## config.mk

```make
export PLATFORM = sky130hd
export DESIGN_NAME = apr_regs
export DESIGN_NICKNAME = d
export VERILOG_FILES = /design/src/hw/apr_pkg.sv /design/src/hw/apr_regs.sv
export SDC_FILE = /design/constraint.sdc
export NUM_CORES = 1
export LEC_CHECK = 0
export ABC_AREA = 1
export BUFFER_PORTS_ARGS = -buffer_cell sky130_fd_sc_hd__buf_4
export CAP_MARGIN = 20
export CORE_UTILIZATION = 38
export CTS_CLUSTER_DIAMETER = 60
export DETAILED_ROUTE_END_ITERATION = 8
export PLACE_DENSITY = 0.62
export RECOVER_POWER = 100
export SYNTH_ARGS = -nofsm -noshare
export SYNTH_HDL_FRONTEND = slang
export SYNTH_SLANG_ARGS = --single-unit
```

## constraint.sdc

```tcl
create_clock -name mclk -period 8.46 [get_ports mclk]
set_clock_uncertainty 0.15 [all_clocks]
set_input_delay 1.692 -clock mclk [delete_from_list [all_inputs] [get_ports mclk]]
set_output_delay 1.692 -clock mclk [all_outputs]
set_load 0.01 [all_outputs]
```

## src/hw/apr_pkg.sv

```systemverilog
// Register offsets, field layouts and reset values for the AVB register bank.
package apr_pkg;

  localparam int unsigned ADDR_W = 17;

  // ----------------------------------------------------------------------
  // Register offsets
  // ----------------------------------------------------------------------
  localparam logic [16:0] RX_BUF_CTRL_OFS  = 17'h12004;
  localparam logic [16:0] SEND_SLOPE_OFS   = 17'h1200c;
  localparam logic [16:0] IDLE_SLOPE_OFS   = 17'h12010;
  localparam logic [16:0] NS_OFFSET_OFS    = 17'h12800;
  localparam logic [16:0] SEC_LO_OFS       = 17'h12808;
  localparam logic [16:0] SEC_HI_OFS       = 17'h1280c;
  localparam logic [16:0] INCR_OFS         = 17'h12810;
  localparam logic [16:0] NOW_NS_OFS       = 17'h12814;
  localparam logic [16:0] NOW_SEC_LO_OFS   = 17'h12818;
  localparam logic [16:0] NOW_SEC_HI_OFS   = 17'h1281c;
  localparam logic [16:0] RTC_IRQ_CLR_OFS  = 17'h12820;
  localparam logic [16:0] PHASE_ADJ_OFS    = 17'h12824;

  // ----------------------------------------------------------------------
  // Field positions and widths
  // ----------------------------------------------------------------------
  localparam int unsigned RX_FLUSH_BIT  = 0;
  localparam int unsigned RX_BIN_LSB    = 8;
  localparam int unsigned RX_BIN_W      = 4;
  localparam int unsigned SLOPE_W       = 20;
  localparam int unsigned NS_W          = 30;
  localparam int unsigned SEC_LO_W      = 32;
  localparam int unsigned SEC_HI_W      = 16;
  localparam int unsigned INCR_W        = 26;
  localparam int unsigned FRAC_W        = 20;
  localparam int unsigned RTC_IRQ_BIT   = 0;

  // ----------------------------------------------------------------------
  // Reset values
  // ----------------------------------------------------------------------
  localparam logic [19:0] SEND_SLOPE_RST = 20'h00800;
  localparam logic [19:0] IDLE_SLOPE_RST = 20'h01800;
  localparam logic [29:0] NS_OFFSET_RST  = 30'h00000000;
  localparam logic [31:0] SEC_LO_RST     = 32'h00000000;
  localparam logic [15:0] SEC_HI_RST     = 16'h0000;
  localparam logic [3:0]  RX_BIN_RST     = 4'h0;
  localparam logic [25:0] INCR_RST       = 26'h0000000;
  localparam logic [29:0] PHASE_RST      = 30'h00000000;

endpackage : apr_pkg

```

## src/hw/apr_regs.sv

```systemverilog
// AVB register bank: RX timing buffer control, shaper slopes, RTC registers.
`timescale 1ns/1ps

module apr_regs #(
  parameter bit          AVB_PRESENT = 1'b1,
  parameter int unsigned NS_PER_SEC  = 1000000000
) (
  input  wire logic        mclk,
  input  wire logic        rst,
  input  wire logic [16:0] reg_addr,
  input  wire logic [31:0] reg_wdata,
  input  wire logic        reg_wr,
  input  wire logic        reg_rd,
  output logic      [31:0] reg_rdata,
  input  wire logic        rx_ts_stored,
  input  wire logic [3:0]  rx_ts_bin,
  input  wire logic [3:0]  rx_rd_ptr,
  output logic             rx_flush,
  output logic      [3:0]  rx_wr_ptr_load,
  output logic             rx_irq,
  output logic      [19:0] send_slope,
  output logic      [19:0] idle_slope,
  output logic             rtc_load,
  output logic      [29:0] rtc_ns,
  output logic      [47:0] rtc_sec,
  output logic      [29:0] phase_adjust,
  output logic             rtc_irq_clear
);

  // ----------------------------------------------------------------------
  // State
  // ----------------------------------------------------------------------
  typedef struct packed {
    logic [31:0] rdata;
    logic        flush;
    logic [3:0]  wr_ptr_load;
    logic        irq;
    logic [3:0]  bin;
    logic [19:0] send_slope;
    logic [19:0] idle_slope;
    logic [29:0] ns_ofs;
    logic [31:0] sec_lo_ofs;
    logic [15:0] sec_hi_ofs;
    logic [25:0] incr;
    logic [29:0] phase;
    logic        load;
    logic        irq_clr;
    logic [29:0] ns;
    logic [19:0] frac;
    logic [47:0] sec;
    logic [47:0] snap_sec;
  } apr_state_t;

  localparam logic [29:0] NS_LIMIT = 30'(NS_PER_SEC);

  apr_state_t st_r;
  apr_state_t st_nxt;

  logic        ctrl_hit;
  logic [26:0] frac_sum;
  logic [30:0] ns_sum;

  always_comb begin
    st_nxt   = st_r;
    ctrl_hit = (reg_addr == apr_pkg::RX_BUF_CTRL_OFS) && (reg_wr || reg_rd);
    st_nxt.flush   = 1'b0;
    st_nxt.load    = 1'b0;
    st_nxt.irq_clr = 1'b0;
    st_nxt.rdata   = 32'h00000000;

    // --------------------------------------------------------------------
    // RX buffer control
    // --------------------------------------------------------------------
    // RX bin index follows completed timestamp writes.
    if (rx_ts_stored) begin
      st_nxt.bin = rx_ts_bin;
    end
    // A new reception wins over a clear in the same cycle.
    if (rx_ts_stored) begin
      st_nxt.irq = 1'b1;
    end else if (ctrl_hit) begin
      st_nxt.irq = 1'b0;
    end

    // --------------------------------------------------------------------
    // RTC counter
    // --------------------------------------------------------------------
    // The carry out of the fraction can reach 64 ns, so all seven bits
    // above the fraction feed the nanosecond sum.
    frac_sum = {7'h00, st_r.frac} + {1'b0, st_r.incr};
    ns_sum   = {1'b0, st_r.ns} + {24'h000000, frac_sum[26:20]};
    st_nxt.frac = frac_sum[19:0];
    if (ns_sum >= {1'b0, NS_LIMIT}) begin
      st_nxt.ns  = 30'(ns_sum - {1'b0, NS_LIMIT});
      st_nxt.sec = st_r.sec + 48'h000000000001;
    end else begin
      st_nxt.ns = ns_sum[29:0];
    end

    // --------------------------------------------------------------------
    // Register writes
    // --------------------------------------------------------------------
    if (AVB_PRESENT && reg_wr) begin
      unique case (reg_addr)
        apr_pkg::RX_BUF_CTRL_OFS: begin
          if (reg_wdata[apr_pkg::RX_FLUSH_BIT]) begin
            st_nxt.flush       = 1'b1;
            st_nxt.wr_ptr_load = rx_rd_ptr;
          end
        end
        apr_pkg::SEND_SLOPE_OFS: st_nxt.send_slope = reg_wdata[19:0];
        apr_pkg::IDLE_SLOPE_OFS: st_nxt.idle_slope = reg_wdata[19:0];
        apr_pkg::NS_OFFSET_OFS: begin
          st_nxt.ns_ofs = reg_wdata[29:0];
          st_nxt.load   = 1'b1;
          st_nxt.ns     = reg_wdata[29:0];
          st_nxt.sec    = {st_r.sec_hi_ofs, st_r.sec_lo_ofs};
          st_nxt.frac   = 20'h00000;
        end
        apr_pkg::SEC_LO_OFS: st_nxt.sec_lo_ofs = reg_wdata;
        apr_pkg::SEC_HI_OFS: st_nxt.sec_hi_ofs = reg_wdata[15:0];
        apr_pkg::INCR_OFS:   st_nxt.incr = reg_wdata[25:0];
        apr_pkg::RTC_IRQ_CLR_OFS: st_nxt.irq_clr = 1'b1;
        apr_pkg::PHASE_ADJ_OFS:   st_nxt.phase = reg_wdata[29:0];
        default: ;
      endcase
    end

    // --------------------------------------------------------------------
    // Register reads
    // --------------------------------------------------------------------
    if (AVB_PRESENT && reg_rd) begin
      unique case (reg_addr)
        apr_pkg::RX_BUF_CTRL_OFS:
          st_nxt.rdata = {20'h00000, st_r.bin, 8'h00};
        apr_pkg::SEND_SLOPE_OFS: st_nxt.rdata = {12'h000, st_r.send_slope};
        apr_pkg::IDLE_SLOPE_OFS: st_nxt.rdata = {12'h000, st_r.idle_slope};
        apr_pkg::NS_OFFSET_OFS:  st_nxt.rdata = {2'b00, st_r.ns_ofs};
        apr_pkg::SEC_LO_OFS:     st_nxt.rdata = st_r.sec_lo_ofs;
        apr_pkg::SEC_HI_OFS:     st_nxt.rdata = {16'h0000, st_r.sec_hi_ofs};
        apr_pkg::INCR_OFS:       st_nxt.rdata = {6'h00, st_r.incr};
        apr_pkg::NOW_NS_OFS: begin
          // Reading nanoseconds freezes the seconds for the follow-up reads.
          st_nxt.rdata    = {2'b00, st_r.ns};
          st_nxt.snap_sec = st_r.sec;
        end
        apr_pkg::NOW_SEC_LO_OFS: st_nxt.rdata = st_r.snap_sec[31:0];
        apr_pkg::NOW_SEC_HI_OFS:
          st_nxt.rdata = {16'h0000, st_r.snap_sec[47:32]};
        apr_pkg::PHASE_ADJ_OFS:  st_nxt.rdata = {2'b00, st_r.phase};
        default: st_nxt.rdata = 32'h00000000;
      endcase
    end
  end

  always_ff @(posedge mclk) begin
    if (rst) begin
      st_r            <= '0;
      st_r.send_slope <= apr_pkg::SEND_SLOPE_RST;
      st_r.idle_slope <= apr_pkg::IDLE_SLOPE_RST;
      st_r.bin        <= apr_pkg::RX_BIN_RST;
      st_r.ns_ofs     <= apr_pkg::NS_OFFSET_RST;
      st_r.sec_lo_ofs <= apr_pkg::SEC_LO_RST;
      st_r.sec_hi_ofs <= apr_pkg::SEC_HI_RST;
      st_r.incr       <= apr_pkg::INCR_RST;
      st_r.phase      <= apr_pkg::PHASE_RST;
    end else begin
      st_r <= st_nxt;
    end
  end

  assign reg_rdata      = st_r.rdata;
  assign rx_flush       = st_r.flush;
  assign rx_wr_ptr_load = st_r.wr_ptr_load;
  assign rx_irq         = st_r.irq;
  assign send_slope     = st_r.send_slope;
  assign idle_slope     = st_r.idle_slope;
  assign rtc_load       = st_r.load;
  assign rtc_ns         = st_r.ns;
  assign rtc_sec        = st_r.sec;
  assign phase_adjust   = st_r.phase;
  assign rtc_irq_clear  = st_r.irq_clr;

  // ----------------------------------------------------------------------
  // Assertions
  // ----------------------------------------------------------------------
  // Checks of the register map other than a_slope_reset, a_absent_quiet and a_rdata_idle hold only in a build with the option in.

  // ----------------------------------------------------------------------
  // RX buffer control checks
  // ----------------------------------------------------------------------
  a_flush_pulse: assert property (
    @(posedge mclk) disable iff (rst || !AVB_PRESENT)
    reg_wr && reg_addr == apr_pkg::RX_BUF_CTRL_OFS && reg_wdata[0]
    |=> rx_flush && rx_wr_ptr_load == $past(rx_rd_ptr))
    else $error("flush did not follow a flush write");

  a_flush_quiet: assert property (
    @(posedge mclk) disable iff (rst || !AVB_PRESENT)
    !(reg_wr && reg_addr == apr_pkg::RX_BUF_CTRL_OFS && reg_wdata[0])
    |=> !rx_flush)
    else $error("flush without a flush write");

  a_flush_reads_zero: assert property (
    @(posedge mclk) disable iff (rst || !AVB_PRESENT)
    reg_rd && reg_addr == apr_pkg::RX_BUF_CTRL_OFS
    |=> reg_rdata[7:0] == 8'h00)
    else $error("flush bit read nonzero");

  a_bin_read: assert property (
    @(posedge mclk) disable iff (rst || !AVB_PRESENT)
    reg_rd && reg_addr == apr_pkg::RX_BUF_CTRL_OFS
    |=> reg_rdata[11:8] == $past(st_r.bin)
        && reg_rdata[31:12] == 20'h00000)
    else $error("bin index read wrong");

  a_irq_clear_access: assert property (
    @(posedge mclk) disable iff (rst || !AVB_PRESENT)
    ctrl_hit && !rx_ts_stored |=> !rx_irq)
    else $error("rx interrupt not cleared by access");

  a_irq_on_frame: assert property (
    @(posedge mclk) disable iff (rst || !AVB_PRESENT)
    rx_ts_stored |=> rx_irq && st_r.bin == $past(rx_ts_bin))
    else $error("rx interrupt or bin missed a frame");

  a_irq_hold: assert property (
    @(posedge mclk) disable iff (rst || !AVB_PRESENT)
    !rx_ts_stored && !ctrl_hit |=> rx_irq == $past(rx_irq))
    else $error("rx interrupt moved without cause");

  a_bin_hold: assert property (
    @(posedge mclk) disable iff (rst || !AVB_PRESENT)
    !rx_ts_stored |=> st_r.bin == $past(st_r.bin))
    else $error("bin index moved without a stored frame");

  // ----------------------------------------------------------------------
  // Shaper slope checks
  // ----------------------------------------------------------------------
  a_slope_reset: assert property (
    @(posedge mclk)
    rst |=> send_slope == apr_pkg::SEND_SLOPE_RST
            && idle_slope == apr_pkg::IDLE_SLOPE_RST)
    else $error("slope reset values wrong");

  a_send_write: assert property (
    @(posedge mclk) disable iff (rst || !AVB_PRESENT)
    reg_wr && reg_addr == apr_pkg::SEND_SLOPE_OFS
    |=> send_slope == $past(reg_wdata[19:0]))
    else $error("send slope write lost");

  a_idle_write: assert property (
    @(posedge mclk) disable iff (rst || !AVB_PRESENT)
    reg_wr && reg_addr == apr_pkg::IDLE_SLOPE_OFS
    |=> idle_slope == $past(reg_wdata[19:0]))
    else $error("idle slope write lost");

  a_absent_quiet: assert property (
    @(posedge mclk) disable iff (rst)
    !AVB_PRESENT && reg_rd |=> reg_rdata == 32'h00000000)
    else $error("register read in a build without the option");

  // ----------------------------------------------------------------------
  // RTC checks
  // ----------------------------------------------------------------------
  a_load_linked: assert property (
    @(posedge mclk) disable iff (rst || !AVB_PRESENT)
    reg_wr && reg_addr == apr_pkg::NS_OFFSET_OFS
    |=> rtc_load && rtc_ns == $past(reg_wdata[29:0])
        && rtc_sec == $past({st_r.sec_hi_ofs, st_r.sec_lo_ofs}))
    else $error("offset load did not step the counter");

  a_sec_no_load: assert property (
    @(posedge mclk) disable iff (rst || !AVB_PRESENT)
    reg_wr && reg_addr != apr_pkg::NS_OFFSET_OFS |=> !rtc_load)
    else $error("load without nanosecond offset write");

  a_ns_kept: assert property (
    @(posedge mclk) disable iff (rst || !AVB_PRESENT)
    reg_wr && reg_addr == apr_pkg::NS_OFFSET_OFS
    |=> st_r.ns_ofs == $past(reg_wdata[29:0]))
    else $error("ns offset write lost");

  a_ns_reserved: assert property (
    @(posedge mclk) disable iff (rst || !AVB_PRESENT)
    reg_rd && reg_addr == apr_pkg::NS_OFFSET_OFS
    |=> reg_rdata[31:30] == 2'b00)
    else $error("reserved ns bits nonzero");

  a_lo_read: assert property (
    @(posedge mclk) disable iff (rst || !AVB_PRESENT)
    reg_rd && reg_addr == apr_pkg::SEC_LO_OFS
    |=> reg_rdata == $past(st_r.sec_lo_ofs))
    else $error("seconds low offset read wrong");

  a_hi_write: assert property (
    @(posedge mclk) disable iff (rst || !AVB_PRESENT)
    reg_wr && reg_addr == apr_pkg::SEC_HI_OFS
    |=> st_r.sec_hi_ofs == $past(reg_wdata[15:0]))
    else $error("seconds high offset write lost");

  a_hi_reserved: assert property (
    @(posedge mclk) disable iff (rst || !AVB_PRESENT)
    reg_rd && reg_addr == apr_pkg::SEC_HI_OFS
    |=> reg_rdata[31:16] == 16'h0000)
    else $error("reserved seconds bits nonzero");

  a_rtc_advance: assert property (
    @(posedge mclk) disable iff (rst || !AVB_PRESENT)
    st_r.frac == 20'h00000 && st_r.incr == 26'h0100000
    && st_r.ns < NS_LIMIT - 30'h00000002
    && !(reg_wr && reg_addr == apr_pkg::NS_OFFSET_OFS)
    |=> rtc_ns == $past(rtc_ns) + 30'h00000001)
    else $error("counter did not advance by one nanosecond");

  a_clr_pulse: assert property (
    @(posedge mclk) disable iff (rst || !AVB_PRESENT)
    1'b1 |=> rtc_irq_clear
             == $past(reg_wr && reg_addr == apr_pkg::RTC_IRQ_CLR_OFS))
    else $error("timer interrupt clear pulse wrong");

  a_snapshot: assert property (
    @(posedge mclk) disable iff (rst || !AVB_PRESENT)
    reg_rd && reg_addr == apr_pkg::NOW_NS_OFS
    |=> st_r.snap_sec == $past(rtc_sec))
    else $error("seconds not sampled by nanosecond read");

  a_unmapped_zero: assert property (
    @(posedge mclk) disable iff (rst || !AVB_PRESENT)
    reg_rd && reg_addr == 17'h12804 |=> reg_rdata == 32'h00000000)
    else $error("reserved address read nonzero");

  a_reserved_write: assert property (
    @(posedge mclk) disable iff (rst || !AVB_PRESENT)
    reg_wr && reg_addr == 17'h12804
    |=> $stable(st_r.ns_ofs) && $stable(st_r.sec_lo_ofs)
        && $stable(st_r.sec_hi_ofs))
    else $error("reserved address write changed an offset");

  a_rdata_idle: assert property (
    @(posedge mclk) disable iff (rst)
    !reg_rd |=> reg_rdata == 32'h00000000)
    else $error("read data not zero outside a read");

  c_flush: cover property (@(posedge mclk) disable iff (rst) rx_flush);

  c_load: cover property (@(posedge mclk) disable iff (rst) rtc_load);

  c_irq_race: cover property (@(posedge mclk) disable iff (rst)
    ctrl_hit && rx_ts_stored);

  c_sec_roll: cover property (@(posedge mclk) disable iff (rst)
    rtc_sec != $past(rtc_sec) && !rtc_load);

  c_snapshot: cover property (@(posedge mclk) disable iff (rst)
    reg_rd && reg_addr == apr_pkg::NOW_SEC_LO_OFS);

endmodule : apr_regs

```

==> Word level (Yosys, flattened, before mapping) <==
Index checks and enable logic that the tools add are counted.
{ "totals": {"ff_bits": 364, "word_cells": 63} }
{ "op_classes": {"n_addsub": 4, "order_cmp": 1, "eq_ne": 12, "n_mux": 10, "bitwise": 3, "n_reduce_logical": 15} }
{ "op_table": {"columns": ["cell", "count"], "rows": [
  ["32-bit case mux with 11 select lines", 1],
  ["17-bit == test (second input constant)", 12],
  ["98-bit two-way mux", 2],
  ["48-bit by 1-bit adder with 48-bit output (second input constant)", 1],
  ["48-bit two-way mux", 1],
  ["30-bit by 7-bit adder with 31-bit output", 1],
  ["31-bit by 30-bit greater-or-equal comparator with 1-bit output (second input constant)", 1],
  ["30-bit two-way mux", 1],
  ["30-bit subtractor (second input constant)", 1],
  ["20-bit by 26-bit adder with 27-bit output", 1],
  ["2-bit AND reduction", 8],
  ["5-bit two-way mux", 1],
  ["1-bit two-way mux", 4],
  ["2-bit OR reduction", 2],
  ["1-bit NOT", 3],
  ["3-bit AND reduction", 1],
  ["3-bit OR reduction", 1],
  ["2-bit nonzero test", 1],
  ["1-bit logical AND", 1],
  ["1-bit logical OR", 1]
]} }

==> Depth between registers and ports, before layout <==
Gate-level depths: netlist of the first run.
{ "depth": {"word_depth": 6, "depth_mapped": 37} }

==> Worst setup path after synthesis of the first run <==
OpenSTA, ideal clock, no wires.
{ "synth_path": {"path_type": "reg-to-reg", "from": "register st_r[180] (netlist bit)", "to": "register st_r (netlist bit rtc_sec[41])", "setup_ns": 0.109, "arrival_ns": 4.901, "t_required_ns": 8.201, "setup_slack_ns": 3.300, "stages_incl_launch_ff": 37, "n_path_buf": 3, "period_less_slack_ns": 5.160, "path_cell_list": "dfxtp_1 -> ha_1 -> nand3_1 -> nand3_1 -> a21boi_0 -> o21ai_0 -> a21boi_0 -> inv_1 -> nand2_1 -> nand2_1 -> a21oi_1 -> o21ai_0 -> xor2_1 -> inv_1 -> fa_1 -> inv_1 -> nand2_1 -> nand2_1 -> nand3_1 -> nand2_2 -> buf_6 -> nand2_1 -> nand2_1 -> nand2_1 -> ha_1 -> inv_1 -> nand3_1 -> nand3_1 -> nand2_1 -> o21ai_1 -> nand3_2 -> buf_2 -> buf_2 -> nand3_1 -> nand3_1 -> nand2_1 -> inv_1"} }
{ "synth_via": {"elab_chain_len": 6} }
{ "synth_rtl": {"columns": ["item", "line", "rtl"], "rows": [
  ["start, declared", "apr_regs.sv:56", "apr_state_t st_r;"],
  ["start signal, assigned", "apr_regs.sv:168", "st_r <= st_nxt;"],
  ["20-bit by 26-bit adder with 27-bit output *", "apr_regs.sv:90", "frac_sum = {7'h00, st_r.frac} + {1'b0, st_r.incr};"],
  ["30-bit by 7-bit adder with 31-bit output *", "apr_regs.sv:91", "ns_sum = {1'b0, st_r.ns} + {24'h000000, frac_sum[26:20]};"],
  ["31-bit by 30-bit greater-or-equal comparator with 1-bit output *", "apr_regs.sv:93", "if (ns_sum >= {1'b0, NS_LIMIT}) begin"],
  ["48-bit two-way mux *", "apr_regs.sv:93", null],
  ["98-bit two-way mux", "apr_regs.sv:104", "unique case (reg_addr)"],
  ["98-bit two-way mux *", "apr_regs.sv:103", "if (AVB_PRESENT && reg_wr) begin"]
]} }
Mark *: on every way between the ends. The rest lies on a longest branch, timed or not.
A chain may end at the register's enable or synchronous reset.

==> key figures, run 1 <==
Outcome
  – Run status: complete, but fails checks
  – Violations in the final reports: capacitance limit, slew limit

Drt
  – Residual DRC: 0
  – Via Count: 19700
  – DRT Wirelength: slightly below 80000 µm
  – Uppermost signal routing layer after detailed routing: met5
  – Routed wire length per instance: between 20 and 25 µm
  – DR WL met2: 34700 µm
  – Met3 wire length: approximately 7000 µm
  – Routed length on met1: 34600 µm
  – Number of search-and-repair iterations in the first detailed-routing pass: 5
  – Vias per Instance: ~5.5
  – Starting DRT DRC Count: approximately 2200
  – Remaining antenna violation count: 0

Power and ir drop
  – PD cells: between 150 and 200 nW/µm²
  – Clock network fraction of total power: a little over 50%
  – Leak pwr: a little under 9 nW
  – Combinational fraction of design power: 2.9%
  – Worst voltage drop across the vdd grid: approximately 0.00013 V
  – Sw frac: approximately a quarter
  – Internal Pwr Total: 2.87 mW
  – Net switching power: just over 0.9 mW
  – Total power: roughly 3.8 mW
  – Sequential cell fraction of total power: 45.4%

STA
  – Final Hold Vio Count: 0
  – Shortest period the worst path allows: about 7700 ps
  – Top achievable clock speed: about 130 MHz
  – Worst slew slack as a fraction of its limit: -137%
  – Final period util: ~90%
  – Post-Route Setup TNS: 0 ps
  – Number of pins with negative max-slew slack in the final report: around 210
  – RSZ-0062 raised after global routing: no
  – Count of final setup violators: 0
  – Worst Tran Pin Value: 3560 ps

CTS
  – CTS tree: yes
  – Number of setup buffers added after CTS: 0
  – Clock latency reported for the late side of the worst-skew pair: roughly 610 ps
  – Count of hold-fix buffers inserted at cts: 0
  – Root buffer selected by CTS: sky130_fd_sc_hd__clkbuf_16
  – Maximum level of the CTS H-tree: 2
  – Inserted Clock Buffers: 45
  – Resize count post-CTS: 0
  – Clock-pin slew on the worst setup and hold paths: 60 ps
  – Clock Tree Buf Depth: 3
  – Number of sinks on the clock net: about 360

Die
  – Starting density of the core: around 39%
  – Full die area: ~53000 µm²
  – Core box area: between 50000 and 60000 µm²
  – Vertical die dimension: 230 µm
  – Number of top-level design ports: between 200 and 300
  – Die width: ~230 µm
  – Total number of placement rows: 83

Yosys
  – Syn_area_per_cell: roughly 6.9 µm²
  – Primary flip-flop cell chosen by synthesis mapping: sky130_fd_sc_hd__dfxtp_1
  – Number of library cell types mapped by synthesis: 46
  – Netlist area before placement: between 15000 and 20000 µm²
  – FFs w/ async S/R, synth: 0%
  – Post-Synthesis Net Count: approximately 3000
  – Number of warnings reported in the yosys synthesis log: 0
  – Synth Register Bits: around 360
  – Number of enable-type register cells in the synthesized netlist: 0
  – Share of the yosys chip area belonging to registers: 36.7%
  – Cells after Synth: ~2900

Setup path
  – Cell-by-cell listing of the critical path: clkbuf_1, clkinvlp_2, clkbuf_1, buf_4, o21ai_0, a21oi_1
  – Bufs and invs on worst path: 4
  – Worst path required time: between 8000 and 9000 ps
  – Most used cell, CP: sky130_fd_sc_hd__clkbuf_1
  – Delay of the slowest critical-path stage: between 2000 and 2500 ps
  – Slowest cell on crit path: sky130_fd_sc_hd__clkbuf_1
  – Nature of the critical path endpoint: flip-flop
  – CP Launch Type: primary input
  – Critical path class: primary input to flip-flop
  – Max Fanout on Critical Path: 97
  – Critical path data arrival time: roughly 8000 ps
  – Crit path max-delay family: buffers and inverters

Placement
  – Placer Congestion: between 0.9 and 1
  – HPWL Detailed: roughly 58000 µm
  – Count of input and output buffers: ~250

Final layout
  – Net count reported at finish: around 3000
  – Most frequent cells in the layout: sky130_fd_sc_hd__nand2_1 (529), sky130_fd_sc_hd__dfxtp_1 (364), sky130_fd_sc_hd__inv_1 (360), sky130_fd_sc_hd__o21ai_0 (281), sky130_fd_sc_hd__nor2_1 (247)
  – Leading cell type in the layout, fill and taps excluded: sky130_fd_sc_hd__nand2_1
  – Share of layout cells above drive strength 1: 6.35%
  – Synth-to-Final Area Change: 8.70%

Global routing
  – Wire length of the first global-routing pass: between 100000 and 150000 µm
  – Number of global-route vias before repair: between 15000 and 20000
  – Combined global-route utilization of all metal layers: around 29%
  – Pin count of the biggest net entering global routing: 98
  – Remaining Overflow, GRT: 0
  – Initial antenna violation count: 4

Run
  – Max-cap viol count: 3

Worst hold path
  – Path class of the lowest-slack min-delay path: flip-flop to flip-flop
## flip-flops by register name, summed over array words and instances (netlist names)
name	count
idle_slope	20
rx_irq	1
rx_flush	1
rtc_irq_clear	1
rtc_load	1
st_r	176
reg_rdata	32
send_slope	20
rtc_ns	30
rx_wr_ptr_load	4
phase_adjust	30
rtc_sec	48
## logic make-up after synthesis
family                   after synthesis  share of synthesized area [%]
AO/OA/AOI/OAI                        653                           18.2
XOR/XNOR                              66                           2.91
adder cells (fa/ha/maj)               31                           2.03
buffers and inverters                684                           16.8
flip-flops                           364                           36.7
AND/OR/NAND/NOR                     1096                           23.3
## final cells by class
type                    instances  area (µm²)
fillers                      5569       29800
multi-input cells            1846        9230
flip-flops and latches        364        7290
inverters                     368        1380
repair buffers                275        1330
clock buffers                  60        1300
well taps                     680         851
clock inverters                17         173
diodes                          2        5.00
## stage by stage
| stage | area [µm²] | hold slack [ps] | utilization [%] | worst slack, ps | cells |
|---|---|---|---|---|---|
| 6_report | 21600 | 304 | 41.9 | 807 | 3612 |
| 4_1_cts | 22300 | 305 | 43.4 | 1790 | 3610 |
| 2_1_floorplan | 19800 | 276 | - | 3300 | 2894 |
| 3_3_place_gp | 20800 | 288 | 40.5 | 2070 | 3532 |
| 3_5_place_dp | 20800 | 292 | 40.6 | 1800 | 3533 |
| 5_1_grt | 21600 | 322 | 41.9 | 588 | 3611 |
## power by group through the flow
stage | Clock, mW | Combinational (mW) | Sequential, mW
floorplan | 0 | 0.0454 | 1.75
global placement | 0 | 0.108 | 1.75
detailed placement | 0 | 0.107 | 1.75
CTS | 1.97 | 0.108 | 1.72
global route | 2.03 | 0.118 | 1.72
finish | 1.95 | 0.111 | 1.72
## worst register-to-register path: cells and delay by family, from the launching register on
family / cells / cell delay (ps)
flops: 1 / 320
buf+inv: 5 / 830
simple gates: 19 / 2840
compound gates: 7 / 1650
fa+ha+maj: 3 / 1000
xor+xnor: 1 / 250
## cells in the mapped netlist, types with 9 or more instances
cell type                    n  area, µm²
sky130_fd_sc_hd__nand2_1   529       1990
sky130_fd_sc_hd__dfxtp_1   364       7290
sky130_fd_sc_hd__inv_1     360       1350
sky130_fd_sc_hd__o21ai_0   275       1380
sky130_fd_sc_hd__nor2_1    250        938
sky130_fd_sc_hd__nand3_1   222       1110
sky130_fd_sc_hd__a21oi_1   215       1080
sky130_fd_sc_hd__buf_4     185       1390
sky130_fd_sc_hd__clkbuf_1  102        383
sky130_fd_sc_hd__o22ai_1    54        338
sky130_fd_sc_hd__xor2_1     44        385
sky130_fd_sc_hd__nor3_1     31        155
sky130_fd_sc_hd__ha_1       29        363
sky130_fd_sc_hd__a31oi_1    25        156
sky130_fd_sc_hd__nand4_1    25        156
sky130_fd_sc_hd__a211oi_1   24        180
sky130_fd_sc_hd__a221oi_1   24        210
sky130_fd_sc_hd__xnor2_1    22        193
sky130_fd_sc_hd__buf_2      18       90.1
sky130_fd_sc_hd__a22oi_1     9       67.6
## per-layer routing
metal | track usage [%] | vias to the layer above
met4 | 10.3 | 2
met1 | 40.1 | 9229
met2 | 44.5 | 980
met3 | 5.10 | 145
li1 | - | 9330
met5 | 0 | -
## path summary, 6_finish.rpt
kind,startpoint,to,slack (ps),cells after the start
max reg2reg,st_r[180],rtc_sec[43],1400,35
min,st_r[270],st_r[270],300,2
min reg2reg,st_r[270],st_r[270],300,2
max,rst,st_r[199],810,6
Note: power is estimated with default switching activity, not from simulation.
==> run 2, diff against run 1 <==
--- a/config.mk
+++ b/config.mk
@@ -7,12 +7,14 @@
 export LEC_CHECK = 0
 export ABC_AREA = 1
 export BUFFER_PORTS_ARGS = -buffer_cell sky130_fd_sc_hd__buf_4
-export CAP_MARGIN = 20
+export CAP_MARGIN = 30
 export CORE_UTILIZATION = 38
 export CTS_CLUSTER_DIAMETER = 60
 export DETAILED_ROUTE_END_ITERATION = 8
 export PLACE_DENSITY = 0.62
 export RECOVER_POWER = 100
+export REMOVE_ABC_BUFFERS = 1
+export SETUP_SLACK_MARGIN = 0.15
 export SYNTH_ARGS = -nofsm -noshare
 export SYNTH_HDL_FRONTEND = slang
 export SYNTH_SLANG_ARGS = --single-unit
==> key figures, run 2 (same netlist as run 1, synthesis figures left out) <==
Drt
  – Remaining antenna violation count: 0 (unchanged)
  – Starting DRT DRC Count: 1858 (-15%)
  – DRT Wirelength: 80600 µm (+2.4%)
  – Vias per Instance: 5.49 (+0.67%)
  – Residual DRC: 0 (unchanged)
  – Via Count: 19800 (+0.70%)
  – Routed wire length per instance: 22.3 µm (+2.4%)
  – Number of search-and-repair iterations in the first detailed-routing pass: 6 (+1)

Final layout
  – Net count reported at finish: 2992 (-0.033%)
  – Most frequent cells in the layout: sky130_fd_sc_hd__nand2_1 (530), sky130_fd_sc_hd__dfxtp_1 (364), sky130_fd_sc_hd__inv_1 (359), sky130_fd_sc_hd__o21ai_0 (280), sky130_fd_sc_hd__nor2_1 (248)
  – Area of the multi-input gates: 9220 µm² (-0.11%)
  – Share of layout cells above drive strength 1: 6.28% (-0.073 points)
  – Fillers: 5550 (-0.34%)
  – Synth-to-Final Area Change: 9.08%
  – Number of flip-flops in the largest register: 176 (unchanged)
  – Largest register by flop count: st_r
  – Storage cell area: 7290 µm² (unchanged)
  – Final non-filler cell total: 3613 (+0.028%)
  – Leading cell type in the layout, fill and taps excluded: sky130_fd_sc_hd__nand2_1
  – Post-layout util: 42.1% (+0.14 points)

Die
  – Number of top-level design ports: 250 (unchanged)
  – Core box area: 51400 µm² (unchanged)
  – Die width: 230 µm (unchanged)
  – Total number of placement rows: 83 (unchanged)
  – Vertical die dimension: 230 µm (unchanged)
  – Full die area: 53100 µm² (unchanged)
  – Starting density of the core: 38.6% (unchanged)

Global routing
  – Wire length of the first global-routing pass: 119000 µm (+2.4%)
  – Initial antenna violation count: 4 (unchanged)
  – Pin count of the biggest net entering global routing: 112 (+14%)
  – Remaining Overflow, GRT: 0 (unchanged)
  – Number of global-route vias before repair: 18600 (+2.2%)
  – Combined global-route utilization of all metal layers: 29.6% (+0.74 points)

STA
  – Final Hold Vio Count: 0 (unchanged)
  – Count of final setup violators: 0 (unchanged)
  – Shortest period the worst path allows: 7650 ps (-7.73 ps)
  – Worst hold slack: 300 ps (-3.95 ps)
  – Top achievable clock speed: 131 MHz (+0.10%)
  – Worst Tran Pin Value: 3430 ps (-128 ps)
  – Worst slew slack as a fraction of its limit: -129% (+8.5 points)
  – Number of pins with negative max-slew slack in the final report: 330 (+55%)
  – RSZ-0062 raised after global routing: no
  – Post-Route Setup TNS: 0 ps (unchanged)
  – Final period util: 90.4% (-0.091 points)

CTS
  – Root buffer selected by CTS: sky130_fd_sc_hd__clkbuf_16
  – Maximum level of the CTS H-tree: 2 (unchanged)
  – Clock-pin slew on the worst setup and hold paths: 60 ps (about the same)
  – Number of sinks on the clock net: 364 (unchanged)
  – CTS tree: yes
  – Clock latency reported for the late side of the worst-skew pair: 590 ps (-20 ps)
  – Inserted Clock Buffers: 45 (unchanged)
  – Resize count post-CTS: 0 (unchanged)
  – Clock Tree Buf Depth: 3 (unchanged)
  – Number of setup buffers added after CTS: 0 (unchanged)
  – Count of hold-fix buffers inserted at cts: 0 (unchanged)

Placement
  – Count of input and output buffers: 249 (unchanged)
  – Placer Congestion: 0.984 (+4.6%)
  – HPWL Detailed: 58900 µm (+0.88%)
  – Placed cell count: 3531 (-0.057%)

Power and ir drop
  – Worst voltage drop across the vdd grid: 0.000134 V (+2.5%)
  – Combinational fraction of design power: 2.8% (about the same)
  – Sequential cell fraction of total power: 44.4% (-1.0 points)
  – Clock network fraction of total power: 52.8% (+1.1 points)
  – Leak pwr: 8.73 nW (+0.37%)
  – Internal Pwr Total: 2.98 mW (+3.6%)
  – Total power: 3.87 mW (+2.2%)
  – Net switching power: 0.891 mW (-2.1%)
  – PD cells: 179 nW/µm² (+1.9%)
  – Sw frac: 23.1% (-1.0 points)

Setup path
  – Critical path class: primary input to flip-flop
  – Worst path required time: 8590 ps (-180 ps)
  – Nature of the critical path endpoint: flip-flop
  – Max Fanout on Critical Path: 38 (-61%)
  – Critical path data arrival time: 7780 ps (-190 ps)
  – CP Launch Type: primary input
  – Worst R2R Setup Slack: 1220 ps (-180 ps)

Worst hold path
  – Path class of the lowest-slack min-delay path: flip-flop to flip-flop

Outcome
  – Violations in the final reports: capacitance limit, slew limit
  – Run status: complete, but fails checks

Run
  – Max-cap viol count: 7 (+4)
run 2: metal layers:
metal | vias up | part of all wire, % | track usage (%)
met1 | 9380 | 44 | 40.7
met2 | 987 | 44 | 45.6
met4 | 2 | 3.2 | 10.9
met3 | 138 | 8.9 | 5.66
met5 | - | 0.015 | 0
li1 | 9317 | - | -
run 2: power groups by stage:
stage	sequential, mW	clock (mW)	combinational, mW
CTS	1.72	2.06	0.106
global placement	1.75	0	0.106
global route	1.72	2.14	0.116
floorplan	1.75	0	0.0391
detailed placement	1.75	0	0.106
finish	1.72	2.04	0.109
run 2: final timing paths:
path,cells after the start,startpoint,end
worst max-delay path,14,reg_addr[9],st_r[4]
worst min-delay path,2,st_r[268],st_r[268]
worst max register to register,34,st_r[180],rtc_sec[0]
worst min register to register,2,st_r[268],st_r[268]
run 2: worst max-delay path: stages:
cell and delay (ps):
sky130_fd_sc_hd__clkbuf_4 110, sky130_fd_sc_hd__or2_0 230, sky130_fd_sc_hd__inv_1 70, sky130_fd_sc_hd__nand4_1 290, sky130_fd_sc_hd__inv_1 620, sky130_fd_sc_hd__nand2_1 130
sky130_fd_sc_hd__nor2_2 110, sky130_fd_sc_hd__clkbuf_1 1090, sky130_fd_sc_hd__inv_1 940, sky130_fd_sc_hd__nor2_1 1470, sky130_fd_sc_hd__inv_1 110, sky130_fd_sc_hd__clkbuf_2 570
sky130_fd_sc_hd__nor2_1 260, sky130_fd_sc_hd__a211oi_1 70
run 2: per-stage QoR:
stage / worst slack (ps) / area (µm²)
2_1_floorplan: 1740 / 17900
3_3_place_gp: 1930 / 20800
3_5_place_dp: 1690 / 20800
4_1_cts: 1670 / 22400
5_1_grt: 400 / 21600
6_report: 814 / 21600
run 2: final cells by class:
cell class                      instances  share of cell area [%]
Multi-Input combinational cell       1846                    42.6
Sequential cell                       364                    33.7
Inverter                              368                    6.40
Timing Repair Buffer                  274                    6.20
Clock buffer                           60                    5.94
Tap cell                              680                    3.93
Clock inverter                         20                    1.23
Antenna cell                            1                  0.0116
